<file path="config.mk">
export PLATFORM = sky130hd
export DESIGN_NAME = tape_formatter_flat
export DESIGN_NICKNAME = d
export VERILOG_FILES = /design/src/core/tape_pkg.sv /design/src/core/tape_link_if.sv /design/src/core/tape_formatter.sv /design/src/flat_wrapper.sv
export SDC_FILE = /design/constraint.sdc
export NUM_CORES = 1
export LEC_CHECK = 0
export BUFFER_PORTS_ARGS = -buffer_cell sky130_fd_sc_hd__buf_2
export CAP_MARGIN = 5
export CORE_UTILIZATION = 32
export CTS_CLUSTER_SIZE = 10
export DETAILED_ROUTE_END_ITERATION = 10
export GPL_ROUTABILITY_DRIVEN = 0
export PLACE_DENSITY = 0.59
export SLEW_MARGIN = 20
export SYNTH_ARGS = -nofsm -noshare
export SYNTH_HDL_FRONTEND = slang
export SYNTH_SLANG_ARGS = --single-unit
</file>
<file path="constraint.sdc">
create_clock -name core_clk_i -period 5.3 [get_ports core_clk_i]
set_clock_uncertainty 0.15 [all_clocks]
set_input_delay 1.06 -clock core_clk_i [delete_from_list [all_inputs] [get_ports core_clk_i]]
set_output_delay 1.06 -clock core_clk_i [all_outputs]
set_load 0.01 [all_outputs]
</file>
<file path="src/core/tape_pkg.sv">
// Shared constants and types of the tape formatter and its controller
package tape_pkg;
   // Function codes (octal 71, 77, 51, 57, 61)
   localparam logic [5:0] FN_RD_FWD = 6'h39;
   localparam logic [5:0] FN_RD_REV = 6'h3F;
   localparam logic [5:0] FN_WCHK_FWD = 6'h29;
   localparam logic [5:0] FN_WCHK_REV = 6'h2F;
   localparam logic [5:0] FN_WRITE = 6'h31;
   // Density code that selects phase encoding
   localparam logic [2:0] DEN_PE = 3'h4;
   localparam logic [6:0] PRE_ZEROS = 7'h28;
   localparam logic [8:0] CHAR_ONES = 9'h1FF;
   localparam logic [7:0] CRC_POLY = 8'h1D;
   localparam logic [15:0] WORD_CHARS = 16'h0002;
   localparam int ERR_CRC = 0;
   localparam int ERR_LRC = 1;
   localparam int ERR_SEQ = 2;
   // Controller register offsets
   localparam logic [7:0] OFS_CS1 = 8'h00;
   localparam logic [7:0] OFS_CS2 = 8'h04;
   localparam logic [7:0] OFS_TC = 8'h08;
   localparam logic [7:0] OFS_FC = 8'h0C;
   localparam logic [7:0] OFS_DATA = 8'h10;
   // Field positions
   localparam int CS1_IE_BIT = 6;
   localparam int CS1_DONE_BIT = 7;
   localparam int CS1_RUN_BIT = 8;
   localparam int CS2_OCC_BIT = 0;
   localparam int CS2_EBL_BIT = 1;
   localparam int CS2_DRY_BIT = 2;
   localparam int CS2_ERR_LSB = 3;
   localparam int CS2_WREQ_BIT = 6;
   localparam int CS2_TXF_BIT = 7;
   localparam int CS2_RXF_BIT = 8;
   localparam int CS2_CHK_LSB = 16;
   localparam logic [1:0] RESP_OKAY = 2'h0;
   localparam logic [1:0] RESP_SLVERR = 2'h2;
   localparam logic [31:0] RESET_WORD = 32'h0000_0000;

   typedef enum logic [2:0] {
      ST_IDLE = 3'h0,
      ST_RUN_WAIT = 3'h1,
      ST_XFER = 3'h3,
      ST_TAIL = 3'h2,
      ST_GAP = 3'h6
   } fmt_state_e;

   typedef enum logic [1:0] {
      PH_SKIP = 2'h0,
      PH_CRC = 2'h1,
      PH_DATA = 2'h3,
      PH_LRC = 2'h2
   } rd_phase_e;
endpackage

</file>
<file path="src/core/tape_link_if.sv">
// Drive bus between the tape formatter and its controller
`timescale 1ns/1ps
interface tape_link_if;
   logic fn_wr;
   logic [5:0] fn_code;
   logic tc_wr;
   logic [5:0] tc_data;
   logic fc_wr;
   logic [15:0] fc_data;
   logic run;
   logic bus_occupied;
   logic end_of_block;
   logic drive_ready;
   logic [2:0] err;
   logic [7:0] check;
   logic [17:0] r_data;
   logic r_avail;
   logic r_take;
   logic [17:0] w_data;
   logic w_avail;
   logic w_take;
   logic w_req;
   modport fmt(input fn_wr, fn_code, tc_wr, tc_data, fc_wr, fc_data, run,
      r_take, w_data, w_avail, output bus_occupied, end_of_block, drive_ready, err, check, r_data,
      r_avail, w_take, w_req);
   modport ctl(output fn_wr, fn_code, tc_wr, tc_data, fc_wr, fc_data, run,
      r_take, w_data, w_avail, input bus_occupied, end_of_block, drive_ready, err, check, r_data,
      r_avail, w_take, w_req);
endinterface

</file>
<file path="src/core/tape_formatter.sv">
// Tape formatter: function decode, read assembly, write disassembly
//
// Added by the designer: the address map and the AXI4-Lite slave port.
`timescale 1ns/1ps
// Notes on behaviour
// - Read codes 71,77,51,57 then run asserted
// - Drive slave select and density onto bus
// - Read function raises forward or reverse line
// - Occupied only after error-free function decode
// - Start pulse once bus held, tape moves
// - Strobe read characters, build LRC and CRC
// - Pack characters into 18-bit words, controller strobes
// - Zero character ends read record data
// - Forward read checks CRC then LRC
// - Reverse read skips LRC, stores CRC, no CRC/LRC errors
// - End-of-block after checks; gap ends block
// - Frame count loaded, code 61 raises forward+write
// - Controller preloads negated character count
// - Run with first word; start pulse, latch
// - Write clock; PE preamble forty zeros, ones
// - Request next words until all transferred
// - PE character: count, parity, phase encode
// - PE overflow writes postamble, end-of-block
// - Read-after-write end: ready, stop, block off
// - NRZ splits on write clock, count, parity, CRC
// - NRZ overflow: end-of-block, then CRC, LRC
// - Controller ready on block end, IE interrupt
module tape_formatter
   import tape_pkg::*;
(
   input wire logic core_clk_i,
   input wire logic rst_n_i,
   tape_link_if.fmt link,
   output logic [2:0] slave_sel_o,
   output logic [2:0] density_select_bits_o,
   output logic forward_motion_line_o,
   output logic reverse_motion_line_o,
   output logic write_line_o,
   output logic slave_start_o,
   output logic [8:0] wr_char_o,
   input wire logic [8:0] rd_char_i,
   input wire logic rd_strobe_i,
   input wire logic transport_write_clock_i,
   input wire logic gap_detect_i
);
   typedef struct packed {
      fmt_state_e st;
      rd_phase_e ph;
      logic [5:0] tc;
      logic [15:0] fc;
      logic [15:0] fetch;
      logic fwd;
      logic rev;
      logic wrt;
      logic start;
      logic bus_occupied;
      logic end_of_block;
      logic [2:0] err;
      logic [7:0] chk;
      logic [7:0] crc;
      logic [7:0] lrc;
      logic [7:0] asm_c;
      logic half;
      logic [17:0] rword;
      logic ravail;
      logic [15:0] cur;
      logic [15:0] nxt;
      logic nfull;
      logic wtake;
      logic [6:0] cnt;
      logic [8:0] wchar;
      logic [2:0] wclk_s;
      logic [2:0] rds_s;
      logic [2:0] gap_s;
      logic [8:0] rch_s1;
      logic [8:0] rch_s2;
   } fmt_s;

   fmt_s r_reg;
   fmt_s r_next;

   function automatic logic [7:0] crc_step(logic [7:0] c, logic [7:0] d);
      crc_step = {c[6:0], 1'b0} ^ (c[7] ? CRC_POLY : 8'h00) ^ d;
   endfunction

   // ------------------------------------------------------------
   // Next state
   // ------------------------------------------------------------
   always_comb begin
      logic wrise;
      logic wfall;
      logic rchar;
      logic grise;
      logic pe;
      logic is_rd;
      logic [7:0] ch;
      logic [7:0] oc;
      logic [15:0] fc_inc;
      r_next = r_reg;
      r_next.start = 1'b0;
      r_next.wtake = 1'b0;
      // Bit 0 of each chain is the first flop, read only by bit 1
      r_next.wclk_s = {r_reg.wclk_s[1:0], transport_write_clock_i};
      r_next.rds_s = {r_reg.rds_s[1:0], rd_strobe_i};
      r_next.gap_s = {r_reg.gap_s[1:0], gap_detect_i};
      r_next.rch_s1 = rd_char_i;
      r_next.rch_s2 = r_reg.rch_s1;
      wrise = r_reg.wclk_s[1] & ~r_reg.wclk_s[2];
      wfall = ~r_reg.wclk_s[1] & r_reg.wclk_s[2];
      rchar = r_reg.rds_s[1] & ~r_reg.rds_s[2];
      grise = r_reg.gap_s[1] & ~r_reg.gap_s[2];
      ch = r_reg.rch_s2[7:0];
      pe = (r_reg.tc[5:3] == DEN_PE);
      oc = r_reg.half ? r_reg.cur[15:8] : r_reg.cur[7:0];
      fc_inc = r_reg.fc + 16'h0001;
      is_rd = (link.fn_code == FN_RD_FWD) || (link.fn_code == FN_RD_REV) ||
         (link.fn_code == FN_WCHK_FWD) || (link.fn_code == FN_WCHK_REV);
      if (link.fc_wr) begin
         r_next.fc = link.fc_data;
      end
      if (link.r_take) begin
         r_next.ravail = 1'b0;
      end
      unique case (r_reg.st)
         ST_IDLE: begin
            // A refused function shows as a one-cycle end-of-block
            r_next.end_of_block = 1'b0;
            if (link.tc_wr) begin
               r_next.tc = link.tc_data;
            end
            if (link.fn_wr) begin
               r_next.err = 3'h0;
               if (is_rd) begin
                  r_next.fwd = (link.fn_code == FN_RD_FWD) ||
                     (link.fn_code == FN_WCHK_FWD);
                  r_next.rev = (link.fn_code == FN_RD_REV) ||
                     (link.fn_code == FN_WCHK_REV);
                  r_next.bus_occupied = 1'b1;
                  r_next.st = ST_RUN_WAIT;
               end else if (link.fn_code == FN_WRITE &&
                     r_reg.fc != 16'h0000) begin
                  r_next.fwd = 1'b1;
                  r_next.wrt = 1'b1;
                  r_next.bus_occupied = 1'b1;
                  r_next.st = ST_RUN_WAIT;
               end else begin
                  r_next.err[ERR_SEQ] = 1'b1;
                  r_next.end_of_block = 1'b1;
               end
            end
         end
         ST_RUN_WAIT: begin
            if (link.run) begin
               r_next.start = 1'b1;
               r_next.crc = 8'h00;
               r_next.lrc = 8'h00;
               r_next.half = 1'b0;
               r_next.cnt = 7'h00;
               r_next.nfull = 1'b0;
               r_next.ph = r_reg.rev ? PH_SKIP : PH_DATA;
               if (r_reg.wrt) begin
                  r_next.cur = link.w_data[15:0];
                  r_next.wtake = 1'b1;
                  r_next.fetch = r_reg.fc + WORD_CHARS;
               end
               r_next.st = ST_XFER;
            end
         end
         ST_XFER: begin
            if (!r_reg.wrt && rchar) begin
               unique case (r_reg.ph)
                  PH_SKIP: r_next.ph = PH_CRC;
                  PH_CRC: begin
                     r_next.chk = ch;
                     if (r_reg.fwd && ch != r_reg.crc) begin
                        r_next.err[ERR_CRC] = 1'b1;
                     end
                     r_next.ph = r_reg.fwd ? PH_LRC : PH_DATA;
                  end
                  PH_LRC: begin
                     if (ch != r_reg.lrc) begin
                        r_next.err[ERR_LRC] = 1'b1;
                     end
                     r_next.end_of_block = 1'b1;
                     r_next.st = ST_GAP;
                  end
                  PH_DATA: begin
                     if (ch == 8'h00) begin
                        if (r_reg.half) begin
                           r_next.rword = {10'h000, r_reg.asm_c};
                           r_next.ravail = 1'b1;
                           r_next.half = 1'b0;
                        end
                        if (r_reg.fwd) begin
                           r_next.ph = PH_CRC;
                        end else begin
                           r_next.end_of_block = 1'b1;
                           r_next.st = ST_GAP;
                        end
                     end else begin
                        r_next.crc = crc_step(r_reg.crc, ch);
                        r_next.lrc = r_reg.lrc ^ ch;
                        r_next.half = ~r_reg.half;
                        r_next.asm_c = ch;
                        if (r_reg.half) begin
                           r_next.rword = {2'h0, ch, r_reg.asm_c};
                           r_next.ravail = 1'b1;
                           if (r_reg.ravail && !link.r_take) begin
                              r_next.err[ERR_SEQ] = 1'b1;
                           end
                        end
                     end
                  end
               endcase
            end else if (r_reg.wrt && wrise) begin
               if (pe && r_reg.cnt <= PRE_ZEROS) begin
                  r_next.wchar = (r_reg.cnt == PRE_ZEROS) ?
                     CHAR_ONES : 9'h000;
                  r_next.cnt = r_reg.cnt + 7'h01;
               end else begin
                  r_next.wchar = {~^oc, oc};
                  r_next.fc = fc_inc;
                  r_next.crc = crc_step(r_reg.crc, oc);
                  r_next.lrc = r_reg.lrc ^ oc;
                  r_next.half = ~r_reg.half;
                  if (r_reg.half) begin
                     r_next.cur = r_reg.nxt;
                     r_next.nfull = 1'b0;
                     if (!r_reg.nfull && fc_inc != 16'h0000) begin
                        r_next.err[ERR_SEQ] = 1'b1;
                     end
                  end
                  if (fc_inc == 16'h0000) begin
                     r_next.cnt = 7'h00;
                     r_next.end_of_block = ~pe;
                     r_next.st = ST_TAIL;
                  end
               end
            end
            // Keep fetching while fetched words cover too few characters
            if (link.w_req && link.w_avail && !r_reg.wtake) begin
               r_next.nxt = link.w_data[15:0];
               r_next.nfull = 1'b1;
               r_next.wtake = 1'b1;
               r_next.fetch = r_reg.fetch + WORD_CHARS;
            end
         end
         ST_TAIL: begin
            if (wrise) begin
               r_next.cnt = r_reg.cnt + 7'h01;
               if (pe) begin
                  r_next.wchar = (r_reg.cnt == 7'h00) ?
                     CHAR_ONES : 9'h000;
                  if (r_reg.cnt == PRE_ZEROS) begin
                     r_next.end_of_block = 1'b1;
                     r_next.st = ST_GAP;
                  end
               end else if (r_reg.cnt == 7'h00) begin
                  r_next.wchar = {~^r_reg.crc, r_reg.crc};
               end else begin
                  r_next.wchar = {~^r_reg.lrc, r_reg.lrc};
                  r_next.st = ST_GAP;
               end
            end
         end
         ST_GAP: begin
            if (grise) begin
               r_next.fwd = 1'b0;
               r_next.rev = 1'b0;
               r_next.wrt = 1'b0;
               r_next.bus_occupied = 1'b0;
               r_next.end_of_block = 1'b0;
               r_next.st = ST_IDLE;
            end
         end
         default: r_next.st = ST_IDLE;
      endcase
      // Second half of each phase-encoded cell but the last postamble one is the complement
      if (r_reg.wrt && pe && wfall &&
            (r_reg.st == ST_XFER || r_reg.st == ST_TAIL)) begin
         r_next.wchar = ~r_reg.wchar;
      end
   end

   always_ff @(posedge core_clk_i or negedge rst_n_i) begin
      if (!rst_n_i) begin
         r_reg <= '0;
      end else begin
         r_reg <= r_next;
      end
   end

   // ------------------------------------------------------------
   // Outputs
   // ------------------------------------------------------------
   assign slave_sel_o = r_reg.tc[2:0];
   assign density_select_bits_o = r_reg.tc[5:3];
   assign forward_motion_line_o = r_reg.fwd;
   assign reverse_motion_line_o = r_reg.rev;
   assign write_line_o = r_reg.wrt;
   assign slave_start_o = r_reg.start;
   assign wr_char_o = r_reg.wchar;
   assign link.bus_occupied = r_reg.bus_occupied;
   assign link.end_of_block = r_reg.end_of_block;
   assign link.drive_ready = (r_reg.st == ST_IDLE);
   assign link.err = r_reg.err;
   assign link.check = r_reg.chk;
   assign link.r_data = r_reg.rword;
   assign link.r_avail = r_reg.ravail;
   assign link.w_take = r_reg.wtake;
   assign link.w_req = r_reg.wrt && r_reg.st == ST_XFER &&
      r_reg.fetch[15] && !r_reg.nfull;
endmodule

</file>
<file path="src/flat_wrapper.sv">
// flat-port wrapper written by rule: the top's interface ports become plain ports
module tape_formatter_flat import tape_pkg::*;
  (core_clk_i, rst_n_i, slave_sel_o, density_select_bits_o, forward_motion_line_o, reverse_motion_line_o, write_line_o, slave_start_o, wr_char_o, rd_char_i, rd_strobe_i, transport_write_clock_i, gap_detect_i, link_fn_wr, link_fn_code, link_tc_wr, link_tc_data, link_fc_wr, link_fc_data, link_run, link_r_take, link_w_data, link_w_avail, link_bus_occupied, link_end_of_block, link_drive_ready, link_err, link_check, link_r_data, link_r_avail, link_w_take, link_w_req);
  tape_link_if link_i ();
  input wire logic core_clk_i;
  input wire logic rst_n_i;
  output logic [2:0] slave_sel_o;
  output logic [2:0] density_select_bits_o;
  output logic forward_motion_line_o;
  output logic reverse_motion_line_o;
  output logic write_line_o;
  output logic slave_start_o;
  output logic [8:0] wr_char_o;
  input wire logic [8:0] rd_char_i;
  input wire logic rd_strobe_i;
  input wire logic transport_write_clock_i;
  input wire logic gap_detect_i;
  input wire logic [$bits(link_i.fn_wr)-1:0] link_fn_wr;
  input wire logic [$bits(link_i.fn_code)-1:0] link_fn_code;
  input wire logic [$bits(link_i.tc_wr)-1:0] link_tc_wr;
  input wire logic [$bits(link_i.tc_data)-1:0] link_tc_data;
  input wire logic [$bits(link_i.fc_wr)-1:0] link_fc_wr;
  input wire logic [$bits(link_i.fc_data)-1:0] link_fc_data;
  input wire logic [$bits(link_i.run)-1:0] link_run;
  input wire logic [$bits(link_i.r_take)-1:0] link_r_take;
  input wire logic [$bits(link_i.w_data)-1:0] link_w_data;
  input wire logic [$bits(link_i.w_avail)-1:0] link_w_avail;
  output wire logic [$bits(link_i.bus_occupied)-1:0] link_bus_occupied;
  output wire logic [$bits(link_i.end_of_block)-1:0] link_end_of_block;
  output wire logic [$bits(link_i.drive_ready)-1:0] link_drive_ready;
  output wire logic [$bits(link_i.err)-1:0] link_err;
  output wire logic [$bits(link_i.check)-1:0] link_check;
  output wire logic [$bits(link_i.r_data)-1:0] link_r_data;
  output wire logic [$bits(link_i.r_avail)-1:0] link_r_avail;
  output wire logic [$bits(link_i.w_take)-1:0] link_w_take;
  output wire logic [$bits(link_i.w_req)-1:0] link_w_req;
  assign link_i.fn_wr = link_fn_wr;
  assign link_i.fn_code = link_fn_code;
  assign link_i.tc_wr = link_tc_wr;
  assign link_i.tc_data = link_tc_data;
  assign link_i.fc_wr = link_fc_wr;
  assign link_i.fc_data = link_fc_data;
  assign link_i.run = link_run;
  assign link_i.r_take = link_r_take;
  assign link_i.w_data = link_w_data;
  assign link_i.w_avail = link_w_avail;
  assign link_bus_occupied = link_i.bus_occupied;
  assign link_end_of_block = link_i.end_of_block;
  assign link_drive_ready = link_i.drive_ready;
  assign link_err = link_i.err;
  assign link_check = link_i.check;
  assign link_r_data = link_i.r_data;
  assign link_r_avail = link_i.r_avail;
  assign link_w_take = link_i.w_take;
  assign link_w_req = link_i.w_req;
  tape_formatter u_core (.core_clk_i(core_clk_i), .rst_n_i(rst_n_i), .link(link_i), .slave_sel_o(slave_sel_o), .density_select_bits_o(density_select_bits_o), .forward_motion_line_o(forward_motion_line_o), .reverse_motion_line_o(reverse_motion_line_o), .write_line_o(write_line_o), .slave_start_o(slave_start_o), .wr_char_o(wr_char_o), .rd_char_i(rd_char_i), .rd_strobe_i(rd_strobe_i), .transport_write_clock_i(transport_write_clock_i), .gap_detect_i(gap_detect_i));
endmodule
</file>
==> impl_results.md <==
- Worst-case hold slack: 197.5 ps
- Final net count: 1120
- Final total negative setup slack: 0 ps
- Antenna violation net count after detailed routing: 0
- Worst endpoint required time: 5480 ps
- First-pass GRT wire length: 40830 µm
- Max-slew violation count: 0
- Worst setup endpoint: u_core.r_reg[162]
- Kind of cell adding the most delay to the critical path: simple AND/OR/NAND/NOR gates
- Die width: 177.4 µm
- Drt first-iter violations: 616
- Site Rows: 63
- PostCTS Resize Cnt: 0
- Setup slack on the worst flop-to-flop path: 1770 ps
- Floorplan die area: 0.03149 mm²
- Total number of clock tree sinks: 176
- Number of primary I/O pins: 120
- Vias in the first global route: 7278
- Warnings, synthesis: 0
- Origin of the critical flop-to-flop path: u_core.r_reg[178]
- Count of mapped cells out of synthesis: 1022
- FF+latch area: 0.004404 mm²
- Netlist Area Pre-Place: 0.009849 mm²
- Number of buffer cells added on primary ports: 114
- Insertion delay of the later-clocked pin in the worst-skew pair: 450 ps
- Slowest cell on the critical path: sky130_fd_sc_hd__or4b_2
- Main synth FF type: sky130_fd_sc_hd__dfrtp_1
- Number of iterations in the first detailed-routing pass: 5
- Outcome: complete, no violations
- Mean Syn Cell Area: 9.637 µm²
- Setup repair after global routing missed its margin: no
- VDD IR max: 0.2783 mV
- Class of the tightest hold or removal check: reg -> reg
- Antenna fix cells: 0
- DP Wirelength: 18270 µm
- Final hold violations: 0
- Final Core Density: 0.3675
- Total setup buffers inserted after CTS: 0
- Worst setup SP type: flip-flop
- Largest net degree at the start of global routing: 91
- Xor and xnor fraction of the mapped netlist area: 0.04980
- Worst setup slack before clock tree synthesis: 1902 ps
- Worst path arrival time: 3710 ps
- Area of the multi-input gates: 0.004731 mm²
- Transition time at the pin with the least slew margin: 942.3 ps
- Worst reg2reg path depth: 7
- Vias per inst: 5.270
- Stages on worst setup path: 7
- Number of buffers created by CTS: 17
- TritonCTS clock tree: done
- Multiplexer share of the synthesized area: 0.1012
- Final instance area: 0.01101 mm²
- Final WS setup: 1774 ps
- Cells traversed along the worst timing path: nand3b_1, buf_4, nor2_1, or4b_2, nand2b_1, o21ai_0, a221oi_1
- Biggest cell delay along the critical path: 900 ps
- CTS HTree Levels: 4
- Number of library cell types mapped by synthesis: 86
- GRT Residual Overflow: 0
- Time the final worst path needs with I/O delays and setup: 3526 ps
- FFs w/ async S/R, synth: 1.000
- Routed wire length: 26030 µm
- Fraction of the yosys area taken by sequential cells: 0.4472
- Worst slew margin relative to its limit: 0.3699
- Post-route fraction of the period consumed by the critical path: 0.6652
- Endpoint of the lowest-slack register-to-register path: u_core.r_reg[162]
- Cell taking the most area after synthesis: sky130_fd_sc_hd__dfrtp_1
- Die Y: 177.4 µm
- Endpoints failing setup: 0
- DR WL/cell: 17.94 µm
- Leading cell type in the layout, fill and taps excluded: sky130_fd_sc_hd__dfrtp_1
- Starting density of the core: 0.3288
- Area growth, synth to finish: 11.76%
- Post-Place Cells: 1419
- CP Class: reg -> reg
- Clock tree root buffer cell: sky130_fd_sc_hd__clkbuf_16
- Largest cells by area after synthesis: sky130_fd_sc_hd__dfrtp_1 45%, sky130_fd_sc_hd__mux2_2 5.9%, sky130_fd_sc_hd__nand2_1 4.3%
- Clock Tree Buf Depth: 2
- Critical path fanouts, max: 26
- Worst setup startpoint: u_core.r_reg[178]
- Power density over the cells: 492.2 mW/mm²
- Largest family of logic cells by synthesized area: simple AND/OR/NAND/NOR gates
- Share of Yosys cell area claimed by the top area cell type: 0.4472
- Filler cell count: 3093
- Leakage: 4.901 nW
- Core area: 0.02995 mm²
- Max Clk Rate: 283.6 MHz
- Antenna violations before repair: 0
- Number of hold-repair buffers added at the cts stage: 0
- Synthesized-area fraction occupied by ao, oa, aoi and oai cells: 0.1590
- Clock slew at reported path FFs: 70 ps
- Number of design rule violations left after detail routing: 0
- Simple logic cell fraction of the synthesized area: 0.1615
- Placement-stage cell area: 0.01034 mm²
- Overall via count from detail_route: 7647
- Post-synth EDFFs: 0
- Count of buffer and inverter cells on the critical path: 1
- Overall Global Routing Usage: 0.1690
- Yosys reg bits: 176
- Number of flip-flops under the largest register name: 112
- Total design power: 5.418 mW
- Non-filler cells, final: 1451
- Max-cap violations: 0
- Proportion of layout cells with a drive suffix above 1: 0.2187
- Critical Path End Type: flip-flop
- Post-synthesis share of cell area spent on full adders, half adders and majority gates: 0.007622
- Highest-count cells in the layout ignoring fill and taps: 176 x sky130_fd_sc_hd__dfrtp_1, 113 x sky130_fd_sc_hd__buf_2, 112 x sky130_fd_sc_hd__nand2_1, 75 x sky130_fd_sc_hd__o21ai_0, 67 x sky130_fd_sc_hd__nor2_1
## area by class of cell
type                       count  area share
inverter                      15    0.005115
multi-input combinational    715      0.4298
tap                          390     0.04433
sequential                   176      0.4001
clock buffer                  21     0.04274
timing repair buffer         123     0.05967
clock inverter                11     0.01830
## where the power goes
part,internal [mW],switching [mW],total [mW]
Combinational,0.867,1.08,1.95
Sequential,1.66,0.369,2.03
Clock,0.880,0.567,1.45
## cell families after synthesis
| family | after synthesis |
|---|---|
| buffers and inverters | 132 |
| AO/OA/AOI/OAI | 242 |
| adder cells (fa/ha/maj) | 6 |
| AND/OR/NAND/NOR | 316 |
| XOR/XNOR | 56 |
| multiplexers | 93 |
| flip-flops | 176 |
| other | 1 |
## synthesized netlist by cell type, types with 18 or more instances
master                       n
sky130_fd_sc_hd__a21oi_1    47
sky130_fd_sc_hd__buf_4      48
sky130_fd_sc_hd__buf_2      22
sky130_fd_sc_hd__o21ai_0    75
sky130_fd_sc_hd__o31ai_1    18
sky130_fd_sc_hd__dfrtp_1   176
sky130_fd_sc_hd__xnor2_1    31
sky130_fd_sc_hd__nand2_1   112
sky130_fd_sc_hd__xor2_1     25
sky130_fd_sc_hd__nor2_1     67
sky130_fd_sc_hd__nand3_1    30
sky130_fd_sc_hd__mux2i_1    40
sky130_fd_sc_hd__mux2_2     52
sky130_fd_sc_hd__clkbuf_1   39
## metal layers
metal | part of all wire | GRT usage
met1 | 0.46 | 0.2294
met2 | 0.46 | 0.2591
met3 | 0.050 | 0.03128
met4 | 0.031 | 0.07870
met5 | 0 | 0
## how the worst min path moves through the flow
stage / startpoint / slack, ps / cells after the start / endpoint
final: u_core.r_next[2] / 200 / 0 / u_core.r_reg[2]
after global routing: u_core.r_next[22] / 210 / 0 / u_core.r_next[23]
after CTS: u_core.r_next[2] / 200 / 0 / u_core.r_reg[2]
after detailed placement: u_core.r_next[6] / 190 / 0 / u_core.r_reg[6]
after global placement: u_core.r_next[7] / 180 / 0 / u_core.r_reg[7]
after floorplan: u_core.r_next[19] / 180 / 0 / u_core.r_next[20]
Note: power is estimated with default switching activity, not from simulation.
